File: config.mk
export PLATFORM = sky130hd
export DESIGN_NAME = bridge_power_state_control
export DESIGN_NICKNAME = d
export VERILOG_FILES = /design/src/pm_pkg.sv /design/src/pin_sync.sv /design/src/bridge_power_state_control.sv
export SDC_FILE = /design/constraint.sdc
export NUM_CORES = 1
export LEC_CHECK = 0
export BUFFER_PORTS_ARGS = -buffer_cell sky130_fd_sc_hd__buf_4
export CAP_MARGIN = 20
export CORE_ASPECT_RATIO = 0.6
export CORE_MARGIN = 1
export CORE_UTILIZATION = 54
export DETAILED_ROUTE_END_ITERATION = 10
export MAX_ROUTING_LAYER = met4
export PLACE_DENSITY_LB_ADDON = 0.08
export SLEW_MARGIN = 20
export SYNTH_ARGS = -nofsm -noshare
export SYNTH_HDL_FRONTEND = slang
export SYNTH_SLANG_ARGS = --single-unit
export TNS_END_PERCENT = 50
File: constraint.sdc
create_clock -name clk -period 4.4 [get_ports clk]
set_input_delay 0.44 -clock clk [delete_from_list [all_inputs] [get_ports clk]]
set_output_delay 0.44 -clock clk [all_outputs]
set_load 0.02 [all_outputs]
File: src/pm_pkg.sv
// Operation
// - writing a low-power device state starts link entry to L1, or L2/L3 for D3
// - power capability sits at 48h, express capability with link controls at 70h
// - secondary bus clock runs only in D0, gated off in D1, D2, D3
// - reference clock needed in D0-D2; in D3 it may be present or removed
// - in D0 the link enters L0s/L1 only with nothing pending and transmitter idle long enough
// - link control field picks L0s only, L1 only, or both
// - link capabilities report L0s and L1 exit latencies read-only
// - sticky bits reset only by global reset pin or power-on reset
// - fundamental-class bits reset by PERST, global reset pin or power-on reset
// - other bits reset by hot reset, PERST, global reset pin or power-on reset
// - configuration space uses the type 1 bridge header layout
package pm_pkg;

  // ****************************************
  // configuration offsets
  // ****************************************
  localparam logic [11:0] HEADER_TYPE_OFS   = 12'h00c;
  localparam logic [11:0] PM_CAP_HDR_OFS    = 12'h048;
  localparam logic [11:0] PM_CSR_OFS        = 12'h04c;
  localparam logic [11:0] EXP_CAP_HDR_OFS   = 12'h070;
  localparam logic [11:0] DEV_CAP_OFS       = 12'h074;
  localparam logic [11:0] DEV_CTL_OFS       = 12'h078;
  localparam logic [11:0] LINK_CAP_OFS      = 12'h07c;
  localparam logic [11:0] LINK_CTL_OFS      = 12'h080;

  // ****************************************
  // field layouts and fixed values
  // ****************************************
  localparam logic [7:0]  HEADER_TYPE_BRIDGE = 8'h01;
  localparam int unsigned HEADER_TYPE_POS    = 16;
  localparam logic [7:0]  POWER_MGMT_CAPABILITY_HEADER          = 8'h01;
  localparam logic [7:0]  PM_NEXT_PTR        = 8'h50;
  localparam logic [7:0]  EXP_CAP_ID         = 8'h10;
  localparam logic [7:0]  EXP_NEXT_PTR       = 8'h00;
  localparam int unsigned PME_EN_POS         = 8;
  localparam int unsigned BSE_POS            = 16;
  localparam logic [14:0] DEV_CTL_HOT_MASK   = 15'h0fff;
  localparam logic [14:0] DEV_CTL_FUND_MASK  = 15'h7000;
  localparam logic [7:0]  LINK_CTL_MASK      = 8'hc3;
  localparam int unsigned ASPM_SUP_POS       = 10;
  localparam int unsigned L0S_LAT_POS        = 12;
  localparam int unsigned L1_LAT_POS         = 15;
  localparam logic [9:0]  LINK_CAP_LOW       = 10'h011;
  localparam logic [1:0]  ASPM_SUPPORT_BOTH  = 2'h3;

  // ****************************************
  // timing
  // ****************************************
  localparam int unsigned CLK_PERIOD_NS = 100;
  localparam int unsigned L0S_IDLE_NS   = 7000;
  localparam int unsigned L1_IDLE_NS    = 10000;
  localparam int unsigned L0S_IDLE_CYC  = (L0S_IDLE_NS + CLK_PERIOD_NS - 1) / CLK_PERIOD_NS;
  localparam int unsigned L1_IDLE_CYC   = (L1_IDLE_NS + CLK_PERIOD_NS - 1) / CLK_PERIOD_NS;
  localparam int unsigned IDLE_CNT_W    = 8;

  // ****************************************
  // encodings
  // ****************************************
  typedef enum logic [1:0] {
    D0 = 2'b00,
    D1 = 2'b01,
    D2 = 2'b10,
    D3 = 2'b11
  } d_state_t;

  typedef enum logic [1:0] {
    ASPM_OFF  = 2'b00,
    ASPM_L0S  = 2'b01,
    ASPM_L1   = 2'b10,
    ASPM_BOTH = 2'b11
  } aspm_sel_t;

  typedef enum logic [1:0] {
    LINK_L0   = 2'b00,
    LINK_L0S  = 2'b01,
    LINK_L1   = 2'b10,
    LINK_L2L3 = 2'b11
  } link_state_t;

endpackage

File: src/pin_sync.sv
`timescale 1ns/1ps
module pin_sync #(
  parameter int unsigned      WIDTH     = 2,
  parameter logic [WIDTH-1:0] RESET_VAL = '1
) (
  input  wire logic             clk,
  input  wire logic             reset,
  input  wire logic [WIDTH-1:0] pin_in,
  output logic      [WIDTH-1:0] pin_level
);

  logic [WIDTH-1:0] s1_q;
  logic [WIDTH-1:0] s2_q;
  logic [WIDTH-1:0] s3_q;
  logic [WIDTH-1:0] lvl_q;
  logic [WIDTH-1:0] lvl_d;

  // ****************************************
  // accept a change once stages two and three agree
  // ****************************************
  always_comb begin
    lvl_d = lvl_q;
    for (int i = 0; i < WIDTH; i++) begin
      if (s2_q[i] == s3_q[i]) begin
        lvl_d[i] = s3_q[i];
      end
    end
  end

  always_ff @(posedge clk) begin
    if (reset) begin
      s1_q  <= RESET_VAL;
      s2_q  <= RESET_VAL;
      s3_q  <= RESET_VAL;
      lvl_q <= RESET_VAL;
    end else begin
      s1_q  <= pin_in;
      s2_q  <= s1_q;
      s3_q  <= s2_q;
      lvl_q <= lvl_d;
    end
  end

  assign pin_level = lvl_q;

endmodule

File: src/bridge_power_state_control.sv
`timescale 1ns/1ps
module bridge_power_state_control
  import pm_pkg::*;
#(
  parameter logic [IDLE_CNT_W-1:0] L0S_IDLE_CYCLES = IDLE_CNT_W'(pm_pkg::L0S_IDLE_CYC),
  parameter logic [IDLE_CNT_W-1:0] L1_IDLE_CYCLES  = IDLE_CNT_W'(pm_pkg::L1_IDLE_CYC),
  parameter logic [2:0]            L0S_EXIT_LAT    = 3'h3,
  parameter logic [2:0]            L1_EXIT_LAT     = 3'h2,
  parameter logic [15:0]           PM_CAPS         = 16'h0603,
  parameter logic [7:0]            BSE_VALUE       = 8'h00,
  parameter logic [15:0]           EXP_CAPS        = 16'h0072,
  parameter logic [31:0]           DEV_CAPS        = 32'h0000_0000
) (
  input  wire logic                 clk,
  input  wire logic                 reset,
  input  wire logic                 global_reset_pin_n,
  input  wire logic                 perst_n,
  input  wire logic                 hot_reset,
  input  wire logic                 cfg_wr,
  input  wire logic                 cfg_rd,
  input  wire logic [11:0]          cfg_addr,
  input  wire logic [3:0]           cfg_be,
  input  wire logic [31:0]          cfg_wdata,
  output logic      [31:0]          cfg_rdata,
  output logic                      cfg_rd_valid,
  input  wire logic                 tx_pending,
  input  wire logic                 tx_idle,
  output pm_pkg::link_state_t       link_state,
  output pm_pkg::d_state_t          d_state,
  output logic                      sec_clk_enable,
  output logic                      ref_clk_needed
);

  import pm_pkg::*;

  // ****************************************
  // reset classes
  // ****************************************
  logic [1:0] pins_sync;
  logic       rst_sticky;
  logic       rst_fund;
  logic       rst_hot;

  pin_sync #(
    .WIDTH     (2),
    .RESET_VAL (2'h3)
  ) pin_sync_inst (
    .clk       (clk),
    .reset     (reset),
    .pin_in    ({global_reset_pin_n, perst_n}),
    .pin_level (pins_sync)
  );

  always_comb begin
    rst_sticky = reset | ~pins_sync[1];
    rst_fund   = rst_sticky | ~pins_sync[0];
    rst_hot    = rst_fund | hot_reset;
  end

  // ****************************************
  // configuration registers
  // ****************************************
  d_state_t    pwr_state_q;
  d_state_t    pwr_state_d;
  logic        pme_en_q;
  logic        pme_en_d;
  logic [14:0] dev_ctl_hot_q;
  logic [14:0] dev_ctl_hot_d;
  logic [14:0] dev_ctl_fund_q;
  logic [14:0] dev_ctl_fund_d;
  logic [7:0]  link_ctl_q;
  logic [7:0]  link_ctl_d;
  logic [31:0] wmask;
  logic [31:0] cur_word;
  logic [31:0] merged;
  logic [31:0] link_cap_word;
  aspm_sel_t   aspm_sel;

  always_comb begin
    for (int b = 0; b < 4; b++) begin
      wmask[b*8 +: 8] = {8{cfg_be[b]}};
    end
    link_cap_word = {14'h0000, L1_EXIT_LAT, L0S_EXIT_LAT, ASPM_SUPPORT_BOTH, LINK_CAP_LOW};
    unique case (cfg_addr)
      PM_CAP_HDR_OFS:  cur_word = {PM_CAPS, PM_NEXT_PTR, POWER_MGMT_CAPABILITY_HEADER};
      PM_CSR_OFS:      cur_word = {8'h00, BSE_VALUE, 7'h00, pme_en_q, 6'h00, pwr_state_q};
      EXP_CAP_HDR_OFS: cur_word = {EXP_CAPS, EXP_NEXT_PTR, EXP_CAP_ID};
      DEV_CAP_OFS:     cur_word = DEV_CAPS;
      DEV_CTL_OFS:     cur_word = {17'h00000, dev_ctl_hot_q | dev_ctl_fund_q};
      LINK_CAP_OFS:    cur_word = link_cap_word;
      LINK_CTL_OFS:    cur_word = {24'h000000, link_ctl_q};
      HEADER_TYPE_OFS: cur_word = {8'h00, HEADER_TYPE_BRIDGE, 16'h0000};
      default:         cur_word = 32'h0000_0000;
    endcase
    merged = (cur_word & ~wmask) | (cfg_wdata & wmask);
  end

  always_comb begin
    aspm_sel       = aspm_sel_t'(link_ctl_q[1:0]);
    pwr_state_d    = pwr_state_q;
    pme_en_d       = pme_en_q;
    dev_ctl_hot_d  = dev_ctl_hot_q;
    dev_ctl_fund_d = dev_ctl_fund_q;
    link_ctl_d     = link_ctl_q;
    if (cfg_wr) begin
      unique case (cfg_addr)
        PM_CSR_OFS: begin
          pwr_state_d = d_state_t'(merged[1:0]);
          pme_en_d    = merged[PME_EN_POS];
        end
        DEV_CTL_OFS: begin
          dev_ctl_hot_d  = merged[14:0] & DEV_CTL_HOT_MASK;
          dev_ctl_fund_d = merged[14:0] & DEV_CTL_FUND_MASK;
        end
        LINK_CTL_OFS: begin
          link_ctl_d = merged[7:0] & LINK_CTL_MASK;
        end
        default: begin
        end
      endcase
    end
  end

  always_ff @(posedge clk) begin
    if (rst_sticky) begin
      pme_en_q <= 1'b0;
    end else begin
      pme_en_q <= pme_en_d;
    end
    if (rst_fund) begin
      dev_ctl_fund_q <= 15'h0000;
    end else begin
      dev_ctl_fund_q <= dev_ctl_fund_d;
    end
    if (rst_hot) begin
      pwr_state_q   <= D0;
      dev_ctl_hot_q <= 15'h0000;
      link_ctl_q    <= 8'h00;
    end else begin
      pwr_state_q   <= pwr_state_d;
      dev_ctl_hot_q <= dev_ctl_hot_d;
      link_ctl_q    <= link_ctl_d;
    end
  end

  // ****************************************
  // read answer, one cycle after the request
  // ****************************************
  logic [31:0] rdata_q;
  logic [31:0] rdata_d;
  logic        rvalid_q;
  logic        rvalid_d;

  always_comb begin
    rvalid_d = cfg_rd;
    rdata_d  = cfg_rd ? cur_word : 32'h0000_0000;
  end

  always_ff @(posedge clk) begin
    if (rst_hot) begin
      rdata_q  <= 32'h0000_0000;
      rvalid_q <= 1'b0;
    end else begin
      rdata_q  <= rdata_d;
      rvalid_q <= rvalid_d;
    end
  end

  // ****************************************
  // link power state machine
  // ****************************************
  link_state_t           link_q;
  link_state_t           link_d;
  logic [IDLE_CNT_W-1:0] idle_cnt_q;
  logic [IDLE_CNT_W-1:0] idle_cnt_d;
  logic                  busy;
  logic                  l0s_ok;
  logic                  l1_ok;
  logic                  aspm_l0s;
  logic                  aspm_l1;
  link_state_t           sw_target;

  always_comb begin
    busy      = tx_pending | ~tx_idle;
    l0s_ok    = ~busy && (idle_cnt_q >= L0S_IDLE_CYCLES);
    l1_ok     = ~busy && (idle_cnt_q >= L1_IDLE_CYCLES);
    aspm_l0s  = (aspm_sel == ASPM_L0S) || (aspm_sel == ASPM_BOTH);
    aspm_l1   = (aspm_sel == ASPM_L1) || (aspm_sel == ASPM_BOTH);
    sw_target = (pwr_state_q == D3) ? LINK_L2L3 : LINK_L1;
    link_d    = link_q;
    unique case (link_q)
      LINK_L0: begin
        if (pwr_state_q != D0) begin
          link_d = sw_target;
        end else if (aspm_l0s && l0s_ok) begin
          link_d = LINK_L0S;
        end else if (aspm_l1 && !aspm_l0s && l1_ok) begin
          link_d = LINK_L1;
        end
      end
      LINK_L0S: begin
        if (pwr_state_q != D0) begin
          link_d = sw_target;
        end else if (busy || !aspm_l0s) begin
          link_d = LINK_L0;
        end else if (aspm_l1 && l1_ok) begin
          link_d = LINK_L1;
        end
      end
      LINK_L1: begin
        if (pwr_state_q == D3) begin
          link_d = LINK_L2L3;
        end else if (pwr_state_q == D0 && (busy || !aspm_l1)) begin
          link_d = LINK_L0;
        end
      end
      LINK_L2L3: begin
        link_d = LINK_L2L3;
      end
    endcase
    if (busy || link_d == LINK_L1 || link_d == LINK_L2L3) begin
      idle_cnt_d = '0;
    end else if (idle_cnt_q != '1) begin
      idle_cnt_d = idle_cnt_q + IDLE_CNT_W'(1);
    end else begin
      idle_cnt_d = idle_cnt_q;
    end
  end

  always_ff @(posedge clk) begin
    if (rst_hot) begin
      link_q     <= LINK_L0;
      idle_cnt_q <= '0;
    end else begin
      link_q     <= link_d;
      idle_cnt_q <= idle_cnt_d;
    end
  end

  // ****************************************
  // clock control outputs
  // ****************************************
  logic sec_clk_q;
  logic sec_clk_d;
  logic ref_need_q;
  logic ref_need_d;

  always_comb begin
    sec_clk_d  = (pwr_state_d == D0);
    ref_need_d = (pwr_state_d != D3);
  end

  always_ff @(posedge clk) begin
    if (rst_hot) begin
      sec_clk_q  <= 1'b1;
      ref_need_q <= 1'b1;
    end else begin
      sec_clk_q  <= sec_clk_d;
      ref_need_q <= ref_need_d;
    end
  end

  assign cfg_rdata      = rdata_q;
  assign cfg_rd_valid   = rvalid_q;
  assign link_state     = link_q;
  assign d_state        = pwr_state_q;
  assign sec_clk_enable = sec_clk_q;
  assign ref_clk_needed = ref_need_q;

endmodule

==> impl_metrics.tcl <==
set metrics [dict create \
    drtPass1Iterations 7 \
    grt_pass1_wl_mm 10.7 \
    final_layout_size_suffix_gt1_share_pct 28.3 \
    cts_buffers 9 \
    place.gp.congestion 0.861 \
    power.density_nw_per_um2 303 \
    core_um2 5180 \
    antenna_cells 0 \
    via_per_inst 5.68 \
    p_total_uw 1080 \
    path_clk_slew_ns 0.07 \
    required_ns 4.64 \
    dp.cells 447 \
    cp_max_fo 18 \
    violations "DRC" \
    rows 20 \
    hold_viol_final 0 \
    gr-total-overflow 0 \
    ios 96 \
    yosysUniqueCellTypes 61 \
    num_vias 2626 \
    cts_buffer_depth 2 \
    relSlewSlack_pct 49.6 \
    synth.largest_area_cell "dfxtp_1" \
    layout.nets 451 \
    die_x_um 97.9 \
    synth_flop_cell "dfxtp_1" \
    drtIter0Drc 147 \
    wl_per_cell_um 14.6 \
    async_flop_share_pct 0 \
    synthTopCellsByArea "dfxtp_1 (42%), nand3_1 (4.0%), nand2_1 (3.9%)" \
    dieArea_um2 5820 \
    ys.warnings.count 0 \
    syn_avg_cell_area_um2 8.91 \
    max-cap-violations 0 \
    cp.arrival_ns 2.31 \
    regArea_um2 1240 \
    grtUsageTotal_pct 25.1 \
    peakVddDrop_uv 198 \
    finalCritPeriodShare_pct 47.1 \
    htreeDepth 3 \
    hold_path.class "in2reg" \
    start_util_pct 57.5 \
    ys_seq_elements 62 \
    synthesis.area_um2 2980 \
    stdcell_count 462 \
    antenna_left 0 \
    antenna_found_initial 0 \
    grt_max_degree 24 \
    fin_skew_ns 0.00721 \
    tns_ns 0 \
    grt_pass1_vias 2223 \
    status "finished with violations" \
    endpoint_kind "flip-flop" \
    tightestPinTransition_ns 0.754 \
    leakagePower_uw 0.00140 \
    nFillCells 426 \
    insertion_delay_ns 0.34 \
    criticalPathCategory "in2reg" \
    cts_tree "built" \
    setup_viol 0 \
    wl_mm 6.74 \
    synth_edf_count 0 \
    timing.hold.ws_ns 0.277 \
    maxClockFrequency_mhz 482 \
    synthCells 334 \
    postCtsSetupBuffers 0 \
    slew_violations 0 \
    postCtsHoldBufs 0 \
    syn2layout_area_growth_pct 19.5 \
    multi_input_area_um2 1550 \
    drc 8 \
    cts_root_buf "clkbuf_8" \
    cts_num_sinks 62 \
    port_buffers 66 \
    worstSetupStartpointType "input port" \
    dp_hpwl_mm 4.94 \
    yosysTopAreaCellShare_pct 41.7 \
    rsz0062_at_grt "no" \
    die_y_um 59.5 \
    ys_seq_area_share_pct 41.7 \
    cts_resized 0 \
    layout_min_cycle_time_ns 2.07 \
]
==> cells by family after synthesis <==
kind of cell,share of synthesized area (%)
buf+inv,7.44
xor+xnor,0.883
flops,41.7
simple gates,29.1
compound gates,18.2
fa+ha+maj,0.841
mux,1.68
other cells,0.126
==> where the power goes <==
part	leakage, uW	switching [uW]	internal, uW
combinational	0.000812	50.5	34.5
sequential	0.000501	1.20	564
clock	0.0000889	212	214
==> path summary, 6_finish.rpt <==
kind | depth (start not counted) | from | endpoint | slack, ns
worst max-delay path | 6 | cfg_addr[6] | dev_ctl_hot_q[4]$_SDFFE_PP0P_ | 2.33
worst min-delay path | 2 | perst_n | pin_sync_inst.s1_q[0]$_SDFF_PP1_ | 0.28
worst max register to register | 6 | pin_sync_inst.pin_level[1]$_SDFFE_PP1N_ | cfg_rdata[3]$_SDFF_PP0_ | 2.40
worst min register to register | 1 | pin_sync_inst.s1_q[1]$_SDFF_PP1_ | pin_sync_inst.s2_q[1]$_SDFF_PP1_ | 0.41
==> worst max-delay path: stages <==
cell and delay, ns:
buf_4 0.11, nor2b_1 0.62, nand2_1 0.37, nor2_4 0.48
o211ai_2 0.15, o211a_1 0.15
==> registers in the layout, summed over array words and instances, names as in the netlist, 2 cells and up <==
| name | flops |
|---|---|
| pin_sync_inst.s2_q | 2 |
| cfg_rdata | 19 |
| link_ctl_q | 4 |
| d_state | 2 |
| dev_ctl_hot_q | 12 |
| pin_sync_inst.s1_q | 2 |
| pin_sync_inst.s3_q | 2 |
| dev_ctl_fund_q | 3 |
| link_state | 2 |
| pin_sync_inst.pin_level | 2 |
| idle_cnt_q | 8 |
==> synthesized netlist by cell type (4+ instances only) <==
master	n
dfxtp_1	62
nand2_1	31
nor2_1	31
nand3_1	24
a21oi_1	23
buf_4	15
nor3_1	14
o21ai_0	13
and2_1	9
and3_1	9
a211oi_1	8
or2_2	8
buf_2	5
inv_1	5
mux2i_1	5
buf_6	4
clkbuf_1	4
==> cells in the final DEF, fill, tap and decap left out, types with 3 or more instances in the layout <==
master and instances:
a31oi_1 3, nor3_1 14, nor4b_2 3, and2_1 9, nand2_1 31, o21ai_0 13, clkinv_2 3, and3_1 9
a2111oi_2 3, nor2_1 31, a21oi_1 23, inv_1 5, nand3_1 24, dfxtp_1 62, a22oi_1 3, conb_1 10
a211oi_1 8, nor2b_1 3, buf_4 67, mux2i_1 5, or2_2 8, clkbuf_8 10, xnor2_1 3
==> per-stage QoR <==
| step | setup slack [ns] | util, % | area (um2) |
|---|---|---|---|
| 3_3_place_gp | 2.00 | 65.5 | 3390 |
| 4_1_cts | 2.36 | 68.7 | 3560 |
| 6_report | 2.33 | 68.7 | 3560 |
| 3_5_place_dp | 1.99 | 65.5 | 3390 |
| 5_1_grt | 2.16 | 68.7 | 3560 |
| 2_1_floorplan | 2.59 | - | 3010 |
==> cell type report <==
cell class	count	share of cell area, %
tap	66	2.32
timing repair buffer	67	14.1
sequential	62	34.9
multi-input combinational	247	43.5
clock inverter	4	0.668
clock buffer	11	3.97
inverter	5	0.527
==> per-layer routing <==
layer	up-vias	part of all wire [%]	global-route usage, %
met4	0	1.1	8.23
met3	9	8.5	7.90
met5	-	0	-
li1	1293	-	-
met2	114	41	36.0
met1	1210	49	33.5
No activity file was read; power rests on OpenSTA's default activity.
